[src/include/bcuh_consts.vh]
`ifndef BCUH_CONSTS_VH
`define BCUH_CONSTS_VH

// Dword offsets of the upper type 1 header
`define BCUH_OFF_PF_BASE_HI 8'h28
`define BCUH_OFF_PF_LIMIT_HI 8'h2c
`define BCUH_OFF_IO_HI 8'h30
`define BCUH_OFF_CAP_PTR 8'h34
`define BCUH_OFF_ROM_BASE 8'h38
`define BCUH_OFF_INT_BRCTL 8'h3c

// Fixed read values
`define BCUH_CAP_PTR_VAL 8'h80
`define BCUH_ROM_BASE_VAL 32'h00000000
`define BCUH_INT_PIN_VAL 8'h00
`define BCUH_PF_ADDR_CAP 4'h1
`define BCUH_ALL_ONES 32'hffffffff

// Reset values
`define BCUH_RST_PF_HI 32'h00000000
`define BCUH_RST_IO_HI 16'h0000
`define BCUH_RST_INT_LINE 8'h00

// Bridge control bit positions within the 3Ch dword
`define BCUH_BIT_PAR_RESP 16
`define BCUH_BIT_SERR_FWD 17
`define BCUH_BIT_ISA 18
`define BCUH_BIT_VGA 19
`define BCUH_BIT_MA_MODE 21
`define BCUH_BIT_SEC_RST 22
`define BCUH_BIT_PRI_SHORT 24
`define BCUH_BIT_SEC_SHORT 25
`define BCUH_BIT_DT_STAT 26
`define BCUH_BIT_DT_SERR 27

// Discard timer lengths in bus clocks
`define BCUH_DT_LONG 32768
`define BCUH_DT_SHORT 1024

// Compatible address ranges
`define BCUH_VGA_MEM_LO 32'h000a0000
`define BCUH_VGA_MEM_HI 32'h000bffff
`define BCUH_VGA_IO_A_LO 10'h3b0
`define BCUH_VGA_IO_A_HI 10'h3bb
`define BCUH_VGA_IO_B_LO 10'h3c0
`define BCUH_VGA_IO_B_HI 10'h3df
`define BCUH_IO_64K_TOP 32'h0000ffff

`endif

[src/hw/bcuh_config_upper.v]
// Functional notes
// Prefetch base upper dword, RW, reset zero
// Prefetch limit upper dword, RW, reset zero
// I/O base upper half, RW, reset zero
// I/O limit upper half, RW, reset zero
// Capability pointer reads constant 80h
// Option ROM base reads zero, ignores writes
// Interrupt line byte RW, no effect
// Interrupt pin byte reads 00h
// Discard expiry drives upstream error when enabled; here no error while the primary side is in PCI-X mode
// Discard status sticky, write-one clears; here held clear while the primary side is in PCI-X mode
// Bit 25 picks secondary timer length
// Bit 24 picks primary timer length
// Fast back-to-back bit reads zero
// Bit 22 holds downstream reset asserted
// Abort mode clear: ones, discard, silent
// Abort mode set: target abort or error
// PCI-X non-posted abort gives split completion
// VGA enable forwards compatible ranges downstream
// ISA enable sends low 64KB window upstream
// Bit 17 forwards downstream error upstream
// Bit 16 enables downstream parity checking
// Reserved control bits read zero
// Prefetch fields report 64-bit capability
// Writes honour byte enables
`include "bcuh_consts.vh"

module bcuh_config_upper #(
    parameter DT_LONG = `BCUH_DT_LONG,
    parameter DT_SHORT = `BCUH_DT_SHORT
) (
    // Clock and reset
    input wire core_clk,
    input wire sys_rst,
    // Configuration access
    input wire cfgWrite,
    input wire cfgRead,
    input wire [7:0] cfgAddr,
    input wire [3:0] cfgByteEn,
    input wire [31:0] cfgWriteData,
    output reg [31:0] cfgReadData,
    output reg cfgReadValid,
    // Bus mode and command state
    input wire [1:0] pciXMode,
    input wire ioEnable,
    input wire memEnable,
    input wire serrEnable,
    // Discard timers
    input wire [1:0] delayedPending,
    output reg [1:0] discardExpired,
    // System error
    input wire downstreamSystemErrorN,
    output reg upstreamSystemErrorN,
    // Downstream bus control
    output reg downstreamResetN,
    output reg parityCheckEnable,
    output reg fastBackToBack,
    output reg [3:0] prefetchAddrCap,
    // Master abort handling
    input wire abortValid,
    input wire abortPosted,
    input wire abortCanTarget,
    output reg abortFillOnes,
    output reg abortTargetAbort,
    output reg abortSplitDone,
    // Forwarding decision
    input wire fwdValid,
    input wire fwdIsIo,
    input wire [31:0] fwdAddr,
    input wire inIoWindow,
    input wire inMemWindow,
    output reg fwdDone,
    output reg fwdDownstream
);

    // Header storage
    reg [31:0] pfBaseHigh;
    reg [31:0] pfLimitHigh;
    reg [15:0] ioBaseHigh;
    reg [15:0] ioLimitHigh;
    reg [7:0] intLine;
    // Writable bridge control bits
    reg parityResp;
    reg serrForward;
    reg isaMode;
    reg vgaMode;
    reg abortMode;
    reg secReset;
    reg priShort;
    reg secShort;
    reg dtSerrEn;
    reg dtStatus;

    // Expiry strobes, one per side
    // Each side's count lives in its own generate block
    wire [1:0] dtHit;

    // Decoded accesses
    wire wrIo = cfgWrite && (cfgAddr == `BCUH_OFF_IO_HI);
    wire wrCtl = cfgWrite && (cfgAddr == `BCUH_OFF_INT_BRCTL);
    wire wrPfB = cfgWrite && (cfgAddr == `BCUH_OFF_PF_BASE_HI);
    wire wrPfL = cfgWrite && (cfgAddr == `BCUH_OFF_PF_LIMIT_HI);

    // Byte mask from the enables
    wire [31:0] beMask = {{8{cfgByteEn[3]}}, {8{cfgByteEn[2]}},
                          {8{cfgByteEn[1]}}, {8{cfgByteEn[0]}}};

    // Expiry visible only outside PCI-X on the primary side
    wire dtEvent = |dtHit && !pciXMode[0];

    // Timer count selection and per-side counters
    genvar s;
    generate
        for (s = 0; s < 2; s = s + 1)
        begin : gTimer
            // Clocks spent waiting on this side; one owner per counter
            reg [15:0] dtCnt;
            // Short length when the side's select bit is set
            wire shortSel = (s == 0) ? priShort : secShort;
            // Limitation: 16-bit count, so lengths stay at or below 65536
            // A select change mid-count applies at once, without restart
            wire [15:0] lastCnt = shortSel ? DT_SHORT[15:0] - 16'h0001
                                           : DT_LONG[15:0] - 16'h0001;
            // A side in PCI-X mode never expires
            assign dtHit[s] = delayedPending[s] && !pciXMode[s]
                              && (dtCnt == lastCnt);
            // Counter restarts whenever nothing waits
            always @(posedge core_clk)
            begin
                if (sys_rst || !delayedPending[s] || pciXMode[s] || dtHit[s])
                begin
                    dtCnt <= 16'h0000;
                end
                else
                begin
                    dtCnt <= dtCnt + 16'h0001;
                end
            end
        end
    endgenerate

    // Merge write data under byte enables
    function [31:0] merge;
        input [31:0] old;
        input [31:0] data;
        input [31:0] mask;
        begin
            merge = (old & ~mask) | (data & mask);
        end
    endfunction

    // Assembled 3Ch dword; reserved bits tie low
    wire [31:0] ctlWord = {4'h0, dtSerrEn, dtStatus, secShort, priShort,
                           1'b0, secReset, abortMode, 1'b0,
                           vgaMode, isaMode, serrForward, parityResp,
                           `BCUH_INT_PIN_VAL, intLine};
    wire [31:0] ctlMerged = merge(ctlWord, cfgWriteData, beMask);
    // Merged 30h dword; base takes lanes 1:0, limit lanes 3:2
    // Cutting it by part-select keeps each half exactly 16 bits
    wire [31:0] ioMerged = merge({ioLimitHigh, ioBaseHigh}, cfgWriteData, beMask);

    // Writable registers
    always @(posedge core_clk)
    begin
        if (sys_rst)
        begin
            pfBaseHigh <= `BCUH_RST_PF_HI;
            pfLimitHigh <= `BCUH_RST_PF_HI;
            ioBaseHigh <= `BCUH_RST_IO_HI;
            ioLimitHigh <= `BCUH_RST_IO_HI;
            intLine <= `BCUH_RST_INT_LINE;
            parityResp <= 1'b0;
            serrForward <= 1'b0;
            isaMode <= 1'b0;
            vgaMode <= 1'b0;
            abortMode <= 1'b0;
            secReset <= 1'b0;
            priShort <= 1'b0;
            secShort <= 1'b0;
            dtSerrEn <= 1'b0;
        end
        else
        begin
            // Full dword registers
            if (wrPfB)
            begin
                pfBaseHigh <= merge(pfBaseHigh, cfgWriteData, beMask);
            end
            if (wrPfL)
            begin
                pfLimitHigh <= merge(pfLimitHigh, cfgWriteData, beMask);
            end
            // Base and limit halves share one dword
            if (wrIo)
            begin
                // Each half keeps its own lanes of the merged dword
                ioBaseHigh <= ioMerged[15:0];
                ioLimitHigh <= ioMerged[31:16];
            end
            // Line byte and control bits, each lane on its own
            if (wrCtl)
            begin
                intLine <= ctlMerged[7:0];
                parityResp <= ctlMerged[`BCUH_BIT_PAR_RESP];
                serrForward <= ctlMerged[`BCUH_BIT_SERR_FWD];
                isaMode <= ctlMerged[`BCUH_BIT_ISA];
                vgaMode <= ctlMerged[`BCUH_BIT_VGA];
                abortMode <= ctlMerged[`BCUH_BIT_MA_MODE];
                secReset <= ctlMerged[`BCUH_BIT_SEC_RST];
                priShort <= ctlMerged[`BCUH_BIT_PRI_SHORT];
                secShort <= ctlMerged[`BCUH_BIT_SEC_SHORT];
                dtSerrEn <= ctlMerged[`BCUH_BIT_DT_SERR];
            end
        end
    end

    // Sticky discard status; a new expiry beats a clear
    wire dtClear = wrCtl && cfgByteEn[3] && cfgWriteData[`BCUH_BIT_DT_STAT];
    always @(posedge core_clk)
    begin
        if (sys_rst || pciXMode[0])
        begin
            dtStatus <= 1'b0;
        end
        else
        begin
            dtStatus <= (dtStatus && !dtClear) || dtEvent;
        end
    end

    // Read mux; ROM and unmapped offsets answer zero
    reg [31:0] next_readData;
    always @*
    begin
        next_readData = 32'h00000000;
        case (cfgAddr)
            `BCUH_OFF_PF_BASE_HI: next_readData = pfBaseHigh;
            `BCUH_OFF_PF_LIMIT_HI: next_readData = pfLimitHigh;
            `BCUH_OFF_IO_HI: next_readData = {ioLimitHigh, ioBaseHigh};
            `BCUH_OFF_CAP_PTR: next_readData = {24'h000000, `BCUH_CAP_PTR_VAL};
            `BCUH_OFF_ROM_BASE: next_readData = `BCUH_ROM_BASE_VAL;
            `BCUH_OFF_INT_BRCTL: next_readData = ctlWord;
            default: next_readData = 32'h00000000;
        endcase
    end

    // Registered read answer, one cycle after the strobe
    always @(posedge core_clk)
    begin
        if (sys_rst)
        begin
            cfgReadData <= 32'h00000000;
            cfgReadValid <= 1'b0;
        end
        else
        begin
            cfgReadValid <= cfgRead;
            if (cfgRead)
            begin
                cfgReadData <= next_readData;
            end
        end
    end

    // Abort reporting through the error pin needs enable
    wire abortReport = abortValid && !(pciXMode[0] && !abortPosted)
                       && abortMode && !abortCanTarget;
    wire abortSerr = abortReport && serrEnable;

    // Upstream error, active low, registered one cycle after any cause
    always @(posedge core_clk)
    begin
        if (sys_rst)
        begin
            upstreamSystemErrorN <= 1'b1;
        end
        else
        begin
            upstreamSystemErrorN <= !((dtSerrEn && dtEvent)
                || (serrForward && !downstreamSystemErrorN)
                || abortSerr);
        end
    end

    // Level outputs from control bits and constants, and the expiry strobes
    always @(posedge core_clk)
    begin
        if (sys_rst)
        begin
            downstreamResetN <= 1'b1;
            parityCheckEnable <= 1'b0;
            fastBackToBack <= 1'b0;
            prefetchAddrCap <= `BCUH_PF_ADDR_CAP;
            discardExpired <= 2'b00;
        end
        else
        begin
            downstreamResetN <= !secReset;
            parityCheckEnable <= parityResp;
            fastBackToBack <= 1'b0;
            prefetchAddrCap <= `BCUH_PF_ADDR_CAP;
            discardExpired <= dtHit;
        end
    end

    // Master abort outcome, one-cycle pulses
    always @(posedge core_clk)
    begin
        if (sys_rst || !abortValid)
        begin
            abortFillOnes <= 1'b0;
            abortTargetAbort <= 1'b0;
            abortSplitDone <= 1'b0;
        end
        else if (pciXMode[0] && !abortPosted)
        begin
            // Host supplies the ones after the split message
            abortFillOnes <= 1'b0;
            abortTargetAbort <= 1'b0;
            abortSplitDone <= 1'b1;
        end
        else if (!abortMode)
        begin
            // Silent: ones on reads, writes dropped
            abortFillOnes <= 1'b1;
            abortTargetAbort <= 1'b0;
            abortSplitDone <= 1'b0;
        end
        else
        begin
            abortFillOnes <= 1'b0;
            abortTargetAbort <= abortCanTarget;
            abortSplitDone <= 1'b0;
        end
    end

    // Compatible-range and window decoding
    wire vgaMem = !fwdIsIo && fwdAddr >= `BCUH_VGA_MEM_LO
                  && fwdAddr <= `BCUH_VGA_MEM_HI;
    wire [9:0] ioLow = fwdAddr[9:0];
    wire vgaIo = fwdIsIo && fwdAddr <= `BCUH_IO_64K_TOP
                 && ((ioLow >= `BCUH_VGA_IO_A_LO && ioLow <= `BCUH_VGA_IO_A_HI)
                 || (ioLow >= `BCUH_VGA_IO_B_LO && ioLow <= `BCUH_VGA_IO_B_HI));
    wire spaceOn = fwdIsIo ? ioEnable : memEnable;
    wire inWin = fwdIsIo ? inIoWindow : inMemWindow;
    // ISA mode pulls low window I/O back upstream
    wire isaBack = isaMode && fwdIsIo && fwdAddr <= `BCUH_IO_64K_TOP;

    // Forwarding answer, one cycle after the request
    always @(posedge core_clk)
    begin
        if (sys_rst)
        begin
            fwdDone <= 1'b0;
            fwdDownstream <= 1'b0;
        end
        else
        begin
            fwdDone <= fwdValid;
            if (fwdValid)
            begin
                if (vgaMode && (vgaMem || vgaIo))
                begin
                    fwdDownstream <= spaceOn;
                end
                else
                begin
                    fwdDownstream <= spaceOn && inWin && !isaBack;
                end
            end
        end
    end

endmodule

[config.mk]
export PLATFORM = sky130hd
export DESIGN_NAME = bcuh_config_upper
export DESIGN_NICKNAME = d
export VERILOG_FILES = /design/src/hw/bcuh_config_upper.v
export VERILOG_INCLUDE_DIRS = /design/src /design/src/include
export SDC_FILE = /design/constraint.sdc
export NUM_CORES = 1
export LEC_CHECK = 0
export ABC_AREA = 0
export BUFFER_PORTS_ARGS = -buffer_cell sky130_fd_sc_hd__buf_4
export CAP_MARGIN = 20
export CELL_PAD_IN_SITES_DETAIL_PLACEMENT = 0
export CELL_PAD_IN_SITES_GLOBAL_PLACEMENT = 1
export CORE_MARGIN = 3
export CORE_UTILIZATION = 39
export CTS_CLUSTER_SIZE = 12
export DETAILED_ROUTE_END_ITERATION = 16
export PLACE_DENSITY = 0.81
export SYNTH_ARGS = -nofsm -noshare
export SYNTH_HDL_FRONTEND = slang
export SYNTH_SLANG_ARGS = --single-unit
[constraint.sdc]
create_clock -name core_clk -period 2.2 [get_ports core_clk]
set_clock_uncertainty 0.05 [all_clocks]
set_input_delay 0.22 -clock core_clk [delete_from_list [all_inputs] [get_ports core_clk]]
set_output_delay 0.22 -clock core_clk [all_outputs]
set_load 0.005 [all_outputs]
==> summary.md, run 1 <==
| Metric | Value |
|---|---|
| Worst hold path type | in -> reg |
| WHS | 0.0165 ns |
| Total via count in the routed design | 6,401 |
| Setup_tns | 0 ns |
| Mapped Area | 7930 sq um |
| I/O pins | 143 |
| Synth top area cells | dfxtp_1 48%, mux2i_1 15%, nor2_1 7.3% |
| Status | finished, final reports clean |
| Period utilisation layout | 0.860 |
| Post-synth EDFFs | 0 |
| Layout cells sized above 1 | 0.235 |
| Switching Fraction | 0.226 |
| Iter 0 DRT Violations | 328 |
| Final core utilization | 0.524 |
| CTS sink count | 189 |
| WP data arrival | 2.15 ns |
| Post-CTS setup buffer count | 0 |
| Fin. max-slew vios | 0 |
| Maxcap violations | 0 |
| PD cells | 689 nW/um^2 |
| Setup CP Type | reg -> reg |
| Post-synthesis register bit count | 189 |
| First-pass DRT Iterations | 4 |
| Count of final setup violators | 0 |
| Most used DFF post-synth | dfxtp_1 |
| Synth Warn # | 0 |
| CP Launch Type | flop |
| Die Area | 22,100 sq um |
| Root Buffer Master | clkbuf_16 |
| Final instance area | 10,300 sq um |
| Routed Wire Length | 19,900 um |
| H-tree lvl count | 4 |
| # diodes | 0 |
| Number of gates resized after cts | 0 |
| Sequential power share | 0.482 |
| Slew HR | 0.642 |
| NetSw | 1610 uW |
| Kind of end point of the critical path | flop |
| Cell taking the most area after synthesis | dfxtp_1 |
| Final Hold Fails | 0 |
| Vias in the first global route | 6,139 |
| Worst-path fanout max | 13 |
| Post-Syn Instances | 810 |
| CORE AREA | 19,700 sq um |
| Average cell area after synthesis | 9.79 sq um |
| Most frequent cells in the layout | 189 x dfxtp_1, 159 x buf_4, 153 x nor2_1, 115 x mux2i_1, 49 x a22oi_1 |
| GRT overflow | 0 |
| Post-DP HPWL | 13,500 um |
| # DRC | 0 |
| Initial core utilization | 0.402 |
| Post-synth top area share | 0.477 |
| Skew-Pair Late Insertion Delay | 0.43 ns |
| Worst path cell trace | or4_1 > o22ai_1 > a21o_1 > nor2_1 |
| Most common cell after layout, fill and taps aside | dfxtp_1 |
| CTS tree | done |
| Final nets | 1,080 |
| Clock Power Share | 0.460 |
| Combinational power share | 0.058 |
| Worst Path Buf+Inv | 0 |
| Worst-Margin Slew | 0.537 ns |
| Vias per inst | 5.08 |
| CTS Buffer Depth | 2 |
| RSZ-0062 raised after global routing | no |
| Sequential area share after synthesis | 0.477 |
| Final min period | 1.89 ns |
| Slowest CP cell | or4_1 |
| IO buf count | 129 |
| Area growth syn-to-layout | 30.2% |
| Largest net degree at the start of global routing | 53 |
| Site Rows | 51 |
| Cell family with most CP delay | compound AO/OA/AOI/OAI gates |
| Antenna Nets Post-Route | 0 |
| First-pass GRT wire length | 32,000 um |
| Mean routed wirelength per cell | 15.8 um |
| CP peak stage delay | 0.52 ns |
| Total Routing Usage GR | 0.181 |
| Cell internal pwr | 5500 uW |
| Die span in x | 149 um |
| Die height | 149 um |
| Peak supply drop | 0.000381 V |
| Post-layout power | 7120 uW |
| Unique masters post-synth | 56 |
| GPL Wtd Cong | 0.759 |
| CP Data Required Time | 2.46 ns |
| Leakage | 0.00440 uW |
| Clock-pin transition on the worst setup and hold timing paths | 0.07 ns |
| Dpl cell area | 9380 sq um |
| CTS buffer count | 17 |
| Asr flop ratio synth | 0 |
| Initial antenna violation count | 0 |
| Fmax | 0.528 GHz |
-- Yosys cell counts, drive strengths merged (11+ instances only) --
library cell / n
dfxtp: 189
nor2: 154
mux2i: 115
a22oi: 49
nand2: 37
o21ai: 37
clkbuf: 27
buf: 18
nand4: 18
a22o: 17
mux2: 15
nor4: 14
nand3: 12
xnor2: 12
xor2: 11
-- power by group through the flow --
stage	combinational (uW)	clock, uW	sequential, uW
global placement	362	0	3510
finish	411	3280	3430
CTS	412	3350	3430
detailed placement	363	0	3510
global route	444	3480	3430
floorplan	146	0	3510
-- layout make-up --
class,instances,area [sq um]
sequential,189,3780
tap,265,332
clock inverter,13,176
inverter,7,26.3
fill,1831,9390
multi-input combinational,572,3940
clock buffer,19,453
timing repair buffer,196,1610
-- path summary, 6_finish.rpt --
path | startpoint | to | slack [ns] | cells past startpoint
min | abortCanTarget | abortTargetAbort | 0.02 | 2
max | gTimer[1].dtCnt[10] | gTimer[1].dtCnt[14] | 0.31 | 4
min reg2reg | flop | downstreamResetN | 0.37 | 1
max reg2reg | gTimer[1].dtCnt[10] | gTimer[1].dtCnt[14] | 0.31 | 4
-- cell families after synthesis --
| group | count (synthesis) | share of synthesized area |
|---|---|---|
| AOI/OAI and AO/OA | 125 | 0.110 |
| xor gates and xnor gates | 23 | 0.0254 |
| adders and majority gates | 2 | 0.00315 |
| buffers and inverters | 52 | 0.0297 |
| DFF | 189 | 0.477 |
| muxes | 130 | 0.166 |
| other | 2 | 0.000947 |
| and+or+nand+nor | 287 | 0.188 |
-- repair_timing --
item,CTS,global route
endpoints found under the setup margin,0,0
endpoints found under the hold margin,91,0
hold buffers,32,0
-- metal layers --
metal | vias up | wire [um] | GRT usage
met3 | 16 | 1070 | 0.0387
met2 | 140 | 9350 | 0.295
met4 | 0 | 218 | 0.0503
met5 | - | 0 | 0
li1 | 3236 | - | -
met1 | 3009 | 9290 | 0.245
-- stage by stage --
stage               worst slack [ns]  instances
global route                   0.182       1261
detailed placement            0.0843       1197
global placement               0.117       1197
CTS                            0.288       1261
floorplan                      0.167        813
finish                         0.307       1261
Power figures use the tool's default switching activity.
==> run 2: changes to the inputs <==
- CORE_ASPECT_RATIO: unset -> 1.25
==> run 2 against run 1 <==
  * Worst hold slack barely moved
  * Die area hardly changed
  * Design area fell by 0.45%
  * Critical path depth up 1
  * Sequential power is essentially flat
  * Critical endpoint is now gTimer[0].dtCnt[12]
==> summary.md, run 2 (same netlist as run 1, synthesis figures left out) <==
| Metric | Value |
|---|---|
| Status | finished, final reports clean |
| Antenna Nets Post-Route | 0 (unchanged) |
| Initial core utilization | 0.403 (+0.000690) |
| Final instance count without filler cells | 1,260 (-0.079%) |
| Routed Wire Length | 19,500 um (-2.2%) |
| Slew HR | 0.656 (+0.0138) |
| Leakage | 0.00439 uW (-0.19%) |
| H-tree lvl count | 4 (unchanged) |
| Number of gates resized after cts | 0 (unchanged) |
| CTS Buffer Depth | 2 (unchanged) |
| Root Buffer Master | clkbuf_16 |
| Fin. max-slew vios | 0 (unchanged) |
| WP data arrival | 2.18 ns (+0.03 ns) |
| Mean routed wirelength per cell | 15.5 um (-2.1%) |
| Post-DP HPWL | 13,500 um (-0.16%) |
| CP Launch Type | flop |
| Vias in the first global route | 6,231 (+1.5%) |
| Count of final setup violators | 0 (unchanged) |
| Peak supply drop | 0.000517 V (+36%) |
| GRT overflow | 0 (unchanged) |
| R2R Path Start | gTimer[0].dtCnt[14] |
| Site Rows | 57 (+12%) |
| Setup_tns | 0 ns (unchanged) |
| Total via count in the routed design | 6,395 (-0.094%) |
| Most frequent cells in the layout | 189 x dfxtp_1, 161 x buf_4, 153 x nor2_1, 115 x mux2i_1, 49 x a22oi_1 |
| Post-layout power | 7000 uW (-1.6%) |
| Total Routing Usage GR | 0.179 (-0.00218) |
| Kind of end point of the critical path | flop |
| Final nets | 1,079 (-0.093%) |
| Hold buffer count at CTS | 30 (-6.3%) |
| Maxcap violations | 0 (unchanged) |
| Area growth syn-to-layout | 29.6% |
| IO buf count | 129 (unchanged) |
| Fmax | 0.524 GHz (-0.71%) |
| CTS sink count | 189 (unchanged) |
| Placed insts | 1,198 (+0.084%) |
| I/O pins | 143 (unchanged) |
| Worst-path fanout max | 14 (+1) |
| Period utilisation layout | 0.867 (+0.00619) |
| GPL Wtd Cong | 0.786 (+3.6%) |
| Final Hold Fails | 0 (unchanged) |
| # diodes | 0 (unchanged) |
| Most common cell after layout, fill and taps aside | dfxtp_1 |
| CTS buffer count | 17 (unchanged) |
| Largest net degree at the start of global routing | 78 (+47%) |
| Die Area | 22,100 sq um (about the same) |
| First-pass DRT Iterations | 4 (unchanged) |
| Iter 0 DRT Violations | 409 (+25%) |
| Skew-Pair Late Insertion Delay | 0.43 ns (about the same) |
| Setup CP Type | reg -> reg |
| First-pass GRT wire length | 31,700 um (-0.88%) |
| Clock-pin transition on the worst setup and hold timing paths | 0.07 ns (about the same) |
| Die span in x | 134 um (-10%) |
| # DRC | 0 (unchanged) |
| Hold Path Cell Cnt | 3 (+1) |
| Capture point of the worst reg-to-reg path | gTimer[0].dtCnt[12] |
| Initial antenna violation count | 0 (unchanged) |
| CP Data Required Time | 2.47 ns (about the same) |
| FF-to-FF path depth | 5 (+1) |
| Final min period | 1.91 ns (+0.0136 ns) |
| Vias per inst | 5.08 (about the same) |
| Worst hold path type | in -> reg |
| Worst-Margin Slew | 0.515 ns (-0.0218 ns) |
| Layout cells sized above 1 | 0.235 (+0.000236) |
| PD cells | 681 nW/um^2 (-1.1%) |
| Min-delay src | cfgWriteData[22] |
| Flop-to-flop setup slack | 0.29 ns (about the same) |
| CTS tree | done |
| RSZ-0062 raised after global routing | no |
| CORE AREA | 19,700 sq um (-0.17%) |
| Die height | 165 um (+11%) |
| Post-CTS setup buffer count | 0 (unchanged) |
-- run 2: cell types whose count changed in the layout (fill, tap and decap cells not counted), sizes merged --
cell	change
clkinvlp	-2
dlygate4sd3	-2
buf	+1
bufinv	-1
clkbuf	+1
clkinv	+1
inv	+1
-- run 2: how the worst max path moves through the flow --
stage | startpoint | endpoint | cells past startpoint
floorplan | gTimer[0].dtCnt[11] | gTimer[0].dtCnt[10] | 6
global placement | cfgAddr[1] | flop | 7
detailed placement | cfgAddr[1] | flop | 7
CTS | gTimer[0].dtCnt[14] | gTimer[0].dtCnt[6] | 5
global route | gTimer[1].dtCnt[10] | gTimer[1].dtCnt[14] | 4
finish | gTimer[0].dtCnt[14] | gTimer[0].dtCnt[12] | 5
-- run 2: layer usage --
metal,GRT usage,wire length (um),up-vias
li1,-,-,3232
met1,0.224,8770,3034
met2,0.314,9620,117
met3,0.0352,962,12
met4,0.0552,133,0
met5,0,0,-
-- run 2: area by class of cell --
type | instances | area (sq um)
clock inverters | 12 | 151
repair buffers | 195 | 1590
flip-flops and latches | 189 | 3780
multi-input cells | 572 | 3940
well taps | 265 | 332
inverters | 7 | 26.3
clock buffers | 20 | 457
fillers | 1863 | 9410
-- run 2: per-stage QoR --
step                setup slack [ns]  hold WS (ns)  utilization  instance area (sq um)
floorplan                      0.167         0.261            -                   7940
global route                   0.181        0.0125        0.522                  10300
CTS                            0.284       0.00167        0.522                  10300
global placement              0.0309         0.350        0.476                   9370
finish                         0.293        0.0165        0.522                  10300
detailed placement           0.00406         0.351        0.476                   9370
-- run 2: critical path, stage by stage, from the launching register on --
cell and delay [ns]:
dfxtp_1 0.34, or4_1 0.55, o22a_1 0.25, o311ai_2 0.29, buf_4 0.26, nor2_1 0.07
-- run 2: power breakdown --
part | switching [uW] | total (uW) | internal (uW)
clock | 1390 | 3170 | 1780
sequential | 3.47 | 3430 | 3430
combinational | 208 | 404 | 196
